$ cat src/core/jbst_consts.vh
// constants of the boundary scan test access port
`ifndef JBST_CONSTS_VH
`define JBST_CONSTS_VH

// instruction register
`define JBST_IR_W 8
`define JBST_IR_CAPTURE 8'h01
`define JBST_OP_EXTEST 8'h00
`define JBST_OP_SAMPLE 8'h01
`define JBST_OP_CLAMP 8'h05
`define JBST_OP_HIGHZ 8'h07
`define JBST_OP_USERCODE 8'h0E
`define JBST_OP_IDCODE 8'h0F
`define JBST_OP_BYPASS 8'hFF

// identification register layout
`define JBST_ID_W 32
`define JBST_ID_MARK_POS 0
`define JBST_ID_MFR_LSB 1
`define JBST_ID_MFR_W 11
`define JBST_ID_PART_LSB 12
`define JBST_ID_PART_W 16
`define JBST_ID_VER_LSB 28
`define JBST_ID_VER_W 4

// boundary cells per pad and their positions inside a pad group
`define JBST_CELLS_PER_PAD 3
`define JBST_CELL_IN 0
`define JBST_CELL_OUT 1
`define JBST_CELL_OE 2

// data register selector codes
`define JBST_SEL_BYPASS 2'h0
`define JBST_SEL_ID 2'h1
`define JBST_SEL_USER 2'h2
`define JBST_SEL_CHAIN 2'h3

// tdo buffer
`define JBST_TDO_FIFO_DEPTH 8

`endif

$ cat src/core/jbst_cell_chain.v
// jbst_cell_chain: capture, shift and update stages of all pad cells
module jbst_cell_chain #(
    parameter CELLS = 24
) (
    input wire clk,
    input wire rst,
    input wire capture_en,
    input wire shift_en,
    input wire update_en,
    input wire serial_in,
    input wire [CELLS-1:0] par_in,
    output wire serial_out,
    output reg [CELLS-1:0] par_out
);
    reg [CELLS-1:0] shift_stage;

    // cell 0 is nearest tdo, the top cell is fed from tdi
    assign serial_out = shift_stage[0];

    always @(posedge clk or posedge rst) begin
        if (rst) begin
            shift_stage <= {CELLS{1'b0}};
            par_out <= {CELLS{1'b0}};
        end else begin
            if (capture_en) begin
                shift_stage <= par_in;
            end else if (shift_en) begin
                shift_stage <= {serial_in, shift_stage[CELLS-1:1]};
            end
            if (update_en) begin
                par_out <= shift_stage;
            end
        end
    end
endmodule // jbst_cell_chain

$ cat src/core/jbst_fifo.v
// synchronous fifo with valid/ready on both sides
module jbst_fifo #(
    parameter WIDTH = 1,
    parameter DEPTH = 8,
    parameter AW = 3
) (
    input wire clk,
    input wire rst,
    input wire in_valid,
    output wire in_ready,
    input wire [WIDTH-1:0] in_data,
    output wire out_valid,
    input wire out_ready,
    output wire [WIDTH-1:0] out_data
);
    reg [WIDTH-1:0] mem [0:DEPTH-1];
    reg [AW-1:0] wr_ptr;
    reg [AW-1:0] rd_ptr;
    reg [AW:0] count;
    wire push = in_valid & in_ready;
    wire pop = out_valid & out_ready;

    assign in_ready = (count != DEPTH[AW:0]);
    assign out_valid = (count != {(AW+1){1'b0}});
    assign out_data = mem[rd_ptr];

    always @(posedge clk) begin
        if (push) begin
            mem[wr_ptr] <= in_data;
        end
    end

    always @(posedge clk or posedge rst) begin
        if (rst) begin
            wr_ptr <= {AW{1'b0}};
            rd_ptr <= {AW{1'b0}};
            count <= {(AW+1){1'b0}};
        end else begin
            if (push) begin
                wr_ptr <= (wr_ptr == DEPTH[AW-1:0] - 1'b1) ?
                    {AW{1'b0}} : wr_ptr + 1'b1;
            end
            if (pop) begin
                rd_ptr <= (rd_ptr == DEPTH[AW-1:0] - 1'b1) ?
                    {AW{1'b0}} : rd_ptr + 1'b1;
            end
            if (push && !pop) begin
                count <= count + 1'b1;
            end else if (pop && !push) begin
                count <= count - 1'b1;
            end
        end
    end
endmodule // jbst_fifo

$ cat src/core/jbst_tap.v
// test access port controller, instruction decode and data registers
`include "jbst_consts.vh"

////////////////////////////////////////////////////////////////////////////
module jbst_tap #(
    parameter NUM_PADS = 8,
    parameter [10:0] MFR_CODE = 11'h155,
    parameter [15:0] PART_CODE = 16'h1234,
    parameter [3:0] VERSION_CODE = 4'h1,
    parameter [31:0] USER_CODE = 32'h0000_0000
) (
    input wire clk,
    input wire rst,
    input wire tck,
    input wire tms,
    input wire tdi,
    input wire trst_n,
    input wire device_programmed,
    input wire [NUM_PADS-1:0] core_out,
    input wire [NUM_PADS-1:0] core_oe,
    input wire [NUM_PADS-1:0] pad_in,
    output reg tdo,
    output reg tdo_oe,
    output reg io_en,
    output reg [NUM_PADS-1:0] pad_out,
    output reg [NUM_PADS-1:0] pad_oe,
    output reg [NUM_PADS-1:0] core_in
);
    localparam CELLS = NUM_PADS * `JBST_CELLS_PER_PAD;

    // controller states, standard four bit codes
    localparam [3:0] ST_EX2_DR = 4'h0;
    localparam [3:0] ST_EX1_DR = 4'h1;
    localparam [3:0] ST_SHIFT_DR = 4'h2;
    localparam [3:0] ST_PAUSE_DR = 4'h3;
    localparam [3:0] ST_SEL_IR = 4'h4;
    localparam [3:0] ST_UPD_DR = 4'h5;
    localparam [3:0] ST_CAP_DR = 4'h6;
    localparam [3:0] ST_SEL_DR = 4'h7;
    localparam [3:0] ST_EX2_IR = 4'h8;
    localparam [3:0] ST_EX1_IR = 4'h9;
    localparam [3:0] ST_SHIFT_IR = 4'hA;
    localparam [3:0] ST_PAUSE_IR = 4'hB;
    localparam [3:0] ST_IDLE = 4'hC;
    localparam [3:0] ST_UPD_IR = 4'hD;
    localparam [3:0] ST_CAP_IR = 4'hE;
    localparam [3:0] ST_RESET = 4'hF;

    localparam [31:0] ID_VALUE = {VERSION_CODE, PART_CODE, MFR_CODE, 1'b1};

    function [3:0] tap_next;
        input [3:0] st;
        input m;
        begin
            case (st)
                ST_RESET: tap_next = m ? ST_RESET : ST_IDLE;
                ST_IDLE: tap_next = m ? ST_SEL_DR : ST_IDLE;
                ST_SEL_DR: tap_next = m ? ST_SEL_IR : ST_CAP_DR;
                ST_CAP_DR: tap_next = m ? ST_EX1_DR : ST_SHIFT_DR;
                ST_SHIFT_DR: tap_next = m ? ST_EX1_DR : ST_SHIFT_DR;
                ST_EX1_DR: tap_next = m ? ST_UPD_DR : ST_PAUSE_DR;
                ST_PAUSE_DR: tap_next = m ? ST_EX2_DR : ST_PAUSE_DR;
                ST_EX2_DR: tap_next = m ? ST_UPD_DR : ST_SHIFT_DR;
                ST_UPD_DR: tap_next = m ? ST_SEL_DR : ST_IDLE;
                ST_SEL_IR: tap_next = m ? ST_RESET : ST_CAP_IR;
                ST_CAP_IR: tap_next = m ? ST_EX1_IR : ST_SHIFT_IR;
                ST_SHIFT_IR: tap_next = m ? ST_EX1_IR : ST_SHIFT_IR;
                ST_EX1_IR: tap_next = m ? ST_UPD_IR : ST_PAUSE_IR;
                ST_PAUSE_IR: tap_next = m ? ST_EX2_IR : ST_PAUSE_IR;
                ST_EX2_IR: tap_next = m ? ST_UPD_IR : ST_SHIFT_IR;
                ST_UPD_IR: tap_next = m ? ST_SEL_DR : ST_IDLE;
                default: tap_next = ST_RESET;
            endcase
        end
    endfunction

    // data register selected by an opcode
    function [1:0] dr_select;
        input [7:0] op;
        begin
            if (op == `JBST_OP_EXTEST || op == `JBST_OP_SAMPLE) begin
                dr_select = `JBST_SEL_CHAIN;
            end else if (op == `JBST_OP_IDCODE) begin
                dr_select = `JBST_SEL_ID;
            end else if (op == `JBST_OP_USERCODE) begin
                dr_select = `JBST_SEL_USER;
            end else begin
                dr_select = `JBST_SEL_BYPASS;
            end
        end
    endfunction

    // chain position of one cell of a pad
    function integer cell_at;
        input integer pad;
        input integer pos;
        begin
            cell_at = pad * `JBST_CELLS_PER_PAD + pos;
        end
    endfunction

    ////////////////////////////////////////////////////////////////////////
    // pin synchronisers

    reg [2:0] tck_sync;
    reg [1:0] tms_sync;
    reg [1:0] tdi_sync;
    reg [1:0] trst_sync;
    reg [NUM_PADS-1:0] pad_s1;
    reg [NUM_PADS-1:0] pad_s2;

    always @(posedge clk or posedge rst) begin
        if (rst) begin
            tck_sync <= 3'h0;
            tms_sync <= 2'h3;
            tdi_sync <= 2'h3;
            trst_sync <= 2'h0;
            pad_s1 <= {NUM_PADS{1'b0}};
            pad_s2 <= {NUM_PADS{1'b0}};
        end else begin
            tck_sync <= {tck_sync[1:0], tck};
            tms_sync <= {tms_sync[0], tms};
            tdi_sync <= {tdi_sync[0], tdi};
            trst_sync <= {trst_sync[0], trst_n};
            pad_s1 <= pad_in;
            pad_s2 <= pad_s1;
        end
    end

    wire tck_rise = tck_sync[1] & ~tck_sync[2];
    wire tck_fall = ~tck_sync[1] & tck_sync[2];
    wire tms_now = tms_sync[1];
    wire tdi_now = tdi_sync[1];
    wire trst_active = ~trst_sync[1];

    ////////////////////////////////////////////////////////////////////////
    // controller and instruction register

    reg [3:0] state;
    reg [7:0] ir;
    reg [7:0] ir_shift;
    reg bypass_bit;
    reg [31:0] word_shift;

    wire [1:0] dr_sel = dr_select(ir);
    wire in_dr_cap = tck_rise & (state == ST_CAP_DR);
    wire in_dr_shift = tck_rise & (state == ST_SHIFT_DR);
    wire in_dr_upd = tck_rise & (state == ST_UPD_DR);
    wire chain_sel = (dr_sel == `JBST_SEL_CHAIN);
    wire chain_so;
    wire [CELLS-1:0] chain_upd;
    reg [CELLS-1:0] chain_par_in;

    always @(posedge clk or posedge rst) begin
        if (rst) begin
            state <= ST_RESET;
            ir <= `JBST_OP_IDCODE;
            ir_shift <= {`JBST_IR_W{1'b0}};
            bypass_bit <= 1'b0;
            word_shift <= {`JBST_ID_W{1'b0}};
        end else if (trst_active) begin
            state <= ST_RESET;
            ir <= `JBST_OP_IDCODE;
        end else if (tck_rise) begin
            state <= tap_next(state, tms_now);
            case (state)
                ST_RESET: begin
                    ir <= `JBST_OP_IDCODE;
                end
                ST_CAP_IR: begin
                    ir_shift <= `JBST_IR_CAPTURE;
                end
                ST_SHIFT_IR: begin
                    ir_shift <= {tdi_now, ir_shift[7:1]};
                end
                ST_UPD_IR: begin
                    ir <= ir_shift;
                end
                ST_CAP_DR: begin
                    bypass_bit <= 1'b0;
                    if (dr_sel == `JBST_SEL_USER) begin
                        word_shift <= USER_CODE;
                    end else begin
                        word_shift <= ID_VALUE;
                    end
                end
                ST_SHIFT_DR: begin
                    bypass_bit <= tdi_now;
                    word_shift <= {tdi_now, word_shift[31:1]};
                end
                default: begin
                end
            endcase
        end
    end

    ////////////////////////////////////////////////////////////////////////
    // boundary cells

    integer i;
    integer j;

    always @* begin
        chain_par_in = {CELLS{1'b0}};
        for (i = 0; i < NUM_PADS; i = i + 1) begin
            chain_par_in[cell_at(i, `JBST_CELL_IN)] = pad_s2[i];
            chain_par_in[cell_at(i, `JBST_CELL_OUT)] = core_out[i];
            chain_par_in[cell_at(i, `JBST_CELL_OE)] = core_oe[i];
        end
    end

    // an unprogrammed device skips the capture so old contents remain
    jbst_cell_chain #(
        .CELLS(CELLS)
    ) u_chain (
        .clk(clk),
        .rst(rst),
        .capture_en(in_dr_cap & chain_sel & device_programmed),
        .shift_en(in_dr_shift & chain_sel & ~trst_active),
        .update_en(in_dr_upd & chain_sel & ~trst_active),
        .serial_in(tdi_now),
        .par_in(chain_par_in),
        .serial_out(chain_so),
        .par_out(chain_upd)
    );

    ////////////////////////////////////////////////////////////////////////
    // pad control

    wire force_mode = (ir == `JBST_OP_EXTEST) || (ir == `JBST_OP_CLAMP);
    wire float_mode = (ir == `JBST_OP_HIGHZ);

    always @(posedge clk or posedge rst) begin
        if (rst) begin
            io_en <= 1'b0;
            pad_out <= {NUM_PADS{1'b0}};
            pad_oe <= {NUM_PADS{1'b0}};
            core_in <= {NUM_PADS{1'b0}};
        end else begin
            io_en <= device_programmed;
            for (j = 0; j < NUM_PADS; j = j + 1) begin
                if (!device_programmed) begin
                    pad_out[j] <= 1'b0;
                    pad_oe[j] <= 1'b0;
                    core_in[j] <= 1'b0;
                end else if (force_mode) begin
                    pad_out[j] <= chain_upd[cell_at(j, `JBST_CELL_OUT)];
                    pad_oe[j] <= chain_upd[cell_at(j, `JBST_CELL_OE)];
                    core_in[j] <= chain_upd[cell_at(j, `JBST_CELL_IN)];
                end else if (float_mode) begin
                    pad_out[j] <= core_out[j];
                    pad_oe[j] <= 1'b0;
                    core_in[j] <= pad_s2[j];
                end else begin
                    pad_out[j] <= core_out[j];
                    pad_oe[j] <= core_oe[j];
                    core_in[j] <= pad_s2[j];
                end
            end
        end
    end

    ////////////////////////////////////////////////////////////////////////
    // test data output through the buffer

    reg dr_bit;
    reg fall_pend;
    reg fall_bit;
    wire fifo_in_ready;
    wire fifo_out_valid;
    wire fifo_out_data;
    wire in_shift = (state == ST_SHIFT_DR) || (state == ST_SHIFT_IR);

    always @* begin
        if (dr_sel == `JBST_SEL_CHAIN) begin
            dr_bit = chain_so;
        end else if (dr_sel == `JBST_SEL_BYPASS) begin
            dr_bit = bypass_bit;
        end else begin
            dr_bit = word_shift[0];
        end
    end

    // one bit per falling edge in shift-dr or shift-ir; held until the buffer accepts it
    always @(posedge clk or posedge rst) begin
        if (rst) begin
            fall_pend <= 1'b0;
            fall_bit <= 1'b0;
        end else if (tck_fall && in_shift) begin
            fall_pend <= 1'b1;
            fall_bit <= (state == ST_SHIFT_IR) ? ir_shift[0] : dr_bit;
        end else if (fifo_in_ready) begin
            fall_pend <= 1'b0;
        end
    end

    jbst_fifo #(
        .WIDTH(1),
        .DEPTH(`JBST_TDO_FIFO_DEPTH),
        .AW(3)
    ) u_tdo_fifo (
        .clk(clk),
        .rst(rst),
        .in_valid(fall_pend),
        .in_ready(fifo_in_ready),
        .in_data(fall_bit),
        .out_valid(fifo_out_valid),
        .out_ready(~tck_sync[1]),
        .out_data(fifo_out_data)
    );

    always @(posedge clk or posedge rst) begin
        if (rst) begin
            tdo <= 1'b0;
            tdo_oe <= 1'b0;
        end else if (trst_active) begin
            // bits leaving the buffer while tck is low during a test reset are dropped undriven
            tdo_oe <= 1'b0;
        end else if (fifo_out_valid && !tck_sync[1]) begin
            tdo <= fifo_out_data;
            tdo_oe <= 1'b1;
        end else if (tck_fall && !in_shift) begin
            tdo_oe <= 1'b0;
        end
    end
endmodule // jbst_tap

$ cat config.mk
export PLATFORM = sky130hd
export DESIGN_NAME = jbst_tap
export DESIGN_NICKNAME = d
export VERILOG_FILES = /design/src/core/jbst_cell_chain.v /design/src/core/jbst_fifo.v /design/src/core/jbst_tap.v
export VERILOG_INCLUDE_DIRS = /design/src /design/src/core
export SDC_FILE = /design/constraint.sdc
export NUM_CORES = 1
export LEC_CHECK = 0
export BUFFER_PORTS_ARGS = -buffer_cell sky130_fd_sc_hd__buf_4
export CAP_MARGIN = 20
export CORE_ASPECT_RATIO = 0.9
export CORE_UTILIZATION = 45
export CTS_CLUSTER_SIZE = 25
export DETAILED_ROUTE_END_ITERATION = 8
export PLACE_DENSITY_LB_ADDON = 0.1
export SLEW_MARGIN = 10
export SYNTH_ARGS = -nofsm -noshare
export SYNTH_HDL_FRONTEND = slang
export SYNTH_SLANG_ARGS = --single-unit
$ cat constraint.sdc
create_clock -name clk -period 4.7 [get_ports clk]
set_input_delay 0.705 -clock clk [delete_from_list [all_inputs] [get_ports clk]]
set_output_delay 0.705 -clock clk [all_outputs]
set_load 0.005 [all_outputs]
==> results.yml <==
outcome:
  status: "completed"
worst_setup_path:
  crit_path_start: "u_tdo_fifo.count[0]"
  cp_cell_sequence: "nor3_1, a21bo_2, inv_1, ha_1, inv_1, ha_1, a21o_1, a2111oi_0, a31oi_1, a221o_1"
  cp_max_fo: 8
  setup.worst_path.class: "reg -> reg"
  worst_path_largest_cell_delay_ns: 0.44
  rr_startpoint: "u_tdo_fifo.count[0]"
  cp.required_ns: 5.00
  crit_arrival_ns: 3.21
  r2r_slack_ns: 1.79
  cp_slowest_cell: "dfrtp_1"
  cp-end-kind: "register"
  start_kind: "register"
yosys:
  async_flop_share: 0.9535
  yosysWarnings: 0
  ys_ff_latch: 172
  synth_fa_ha_area_frac: 0.01495
  yosys.area_share.simple: 0.1620
  synth_ff_type: "dfrtp_1"
  synth_xor_xnor_area_share: 0.003650
  synth_compound_area_frac: 0.08012
  muxShareOfSynthArea: 0.1069
  ys_seq_area_frac: 0.6055
  netlist_instances: 613
  syn_nets: 652
  synth_top_family_by_area: "simple AND/OR/NAND/NOR gates"
  synth_edf_count: 8
  netlist_area_sq_um: 7199
  avgSynthCellArea_sq_um: 11.74
  synth_cell_type_count: 57
placed_design:
  hpwl_um: 8519
  place_area_sq_um: 7787
  portBuffers: 57
  placed_cells: 845
  gp_congestion: 0.7644
timing:
  rsz0062_at_grt: "no"
  finalHoldViolCount: 0
  final-max-slew-violation-count: 0
  fmax_mhz: 343.6
  slew_headroom: 0.3916
  post-route-period-util: 0.6192
  fin_worst_skew_ns: 0.007221
  tns_ns: 0
  tightest_slew_ns: 0.9125
  setup_viol: 0
  min_period_ns: 2.910
die:
  rows: 43
  die_h_um: 122.0
  ioPinCount: 58
  start_util: 0.4630
  fp.dieW_um: 135.3
  coreArea_sq_um: 15550
  die-area_sq_um: 16510
flow_run:
  maxCapViolCount: 0
global_routing:
  grt_max_degree: 165
  antenna_found_initial: 0
  track_usage: 0.1876
  overflow: 0
  grt_pass1_wl_um: 23680
  grt_pass1_vias: 4632
power_and_ir_drop:
  p_per_area_nw_per_um2: 391.8
  irDropWorstVdd_mv: 0.2561
  leakage_nw: 3.885
drt:
  vias: 4636
  drc: 0
  wl_per_cell_um: 15.98
  antenna_left: 0
  viasPerCell: 5.286
  drt_iter0_drc: 271
  totalWireLength_um: 14010
  firstDrtPassIters: 4
clock_tree:
  cts_resized: 0
  cts_setup_buffers: 0
  clkTransAtPathRegs_ns: 0.06
  clockBufferDepth: 2
  cts_tree: "done"
  htreeDepth: 4
  cts_sinks: 172
  cts_root_buffer: "clkbuf_16"
  clock_latency_ns: 0.42
  cts_buffers: 17
  cts_hold_buf: 0
worst_hold_path:
  holdCritStartpoint: "pad_s1[4]"
  min_path_type: "reg -> reg"
cells_and_area:
  antennaDiodeCount: 0
  layout.cells.non_filler: 877
  drive_above_1_share: 0.2148
  finalNetCount: 701
  nFillCells: 1357
  area_growth_pct: 15.73
  layout_commonest_cell: "dfrtp_1"
  post-route-util: 0.5358
  layout_common_cells: "152 x dfrtp_1, 75 x nand2_1, 64 x buf_4"
  fin_area_sq_um: 8332
==> state kept, by name, indices dropped and copies added (netlist names), 2 cells and up <==
name                 count
tck_sync                 3
core_in                  8
state                    4
u_chain.shift_stage     24
ir_shift                 8
u_tdo_fifo.mem           8
pad_s2                   8
u_chain.par_out         24
pad_s1                   8
tms_sync                 2
trst_sync                2
pad_oe                   8
pad_out                  8
u_tdo_fifo.rd_ptr        3
u_tdo_fifo.count         4
ir                       8
word_shift              31
u_tdo_fifo.wr_ptr        3
tdi_sync                 2
==> routing by layer <==
metal | track usage | wire [um] | vias to the layer above
met2 | 0.2849 | 6523 | 76
met3 | 0.04161 | 520 | 10
met1 | 0.2634 | 6803 | 2326
li1 | - | - | 2224
met5 | 0 | 0 | -
met4 | 0.06952 | 164 | 0
==> worst paths after layout <==
| check | end | cells after the start |
|---|---|---|
| worst max-delay path | u_tdo_fifo.count[3] | 10 |
| worst min-delay path | pad_s2[4] | 0 |
| worst max register to register | u_tdo_fifo.count[3] | 10 |
| worst min register to register | pad_s2[4] | 0 |
| max in group asynchronous | u_chain.par_out[17] | 3 |
| min in group asynchronous | io_en | 3 |
==> worst max-delay path, delay by kind of cell, from the launching register on <==
family                     cells  cell delay [ns]
AOI/OAI and AO/OA              5             1.30
adders and majority gates      2             0.48
buffers and inverters          2             0.28
DFF                            1             0.44
and+or+nand+nor                1             0.29
==> Yosys cell counts (5+ instances only) <==
library cell | number | share of area
nor3_1 | 11 | 0.0076
o21ai_0 | 18 | 0.013
a21oi_1 | 40 | 0.028
dfrtp_1 | 152 | 0.53
a22oi_1 | 8 | 0.0083
nand3b_1 | 21 | 0.022
inv_1 | 5 | 0.0026
buf_2 | 5 | 0.0035
edfxtp_1 | 8 | 0.033
dfstp_2 | 12 | 0.044
ha_1 | 7 | 0.012
mux2_2 | 27 | 0.042
clkbuf_1 | 25 | 0.013
mux2i_1 | 42 | 0.058
nor2b_1 | 28 | 0.024
nand3_1 | 5 | 0.0035
nor2_1 | 47 | 0.025
nand2_1 | 75 | 0.039
nand2b_1 | 13 | 0.011
==> final cells by class <==
type | count | area, sq um | share of cell area
Clock buffer | 20 | 446.7 | 0.05361
Clock inverter | 12 | 97.59 | 0.01171
Inverter | 5 | 22.52 | 0.002703
Multi-Input combinational cell | 401 | 2653 | 0.3184
Sequential cell | 172 | 4359 | 0.5232
Tap cell | 202 | 252.7 | 0.03033
Timing Repair Buffer | 65 | 500.5 | 0.06007
==> through the flow <==
step / setup WS [ns] / hold slack (ns) / total power, mW
after global routing: 1.396 / 0.3558 / 3.418
after global placement: 1.856 / 0.3322 / 1.981
after detailed placement: 1.823 / 0.3347 / 2.000
after CTS: 1.785 / 0.3491 / 3.308
final: 1.790 / 0.3477 / 3.264
after floorplan: 1.916 / 0.3312 / 1.876
==> where the power goes <==
part           internal [mW]  switching [mW]
combinational          0.167           0.140
sequential              1.57          0.0908
clock                  0.738           0.557
==> logic make-up after synthesis <==
group,after synthesis
xor+xnor,3
simple gates,226
buf+inv,40
mux,71
flops,172
compound gates,93
fa+ha+maj,8
Note: power is estimated with default switching activity, not from simulation.
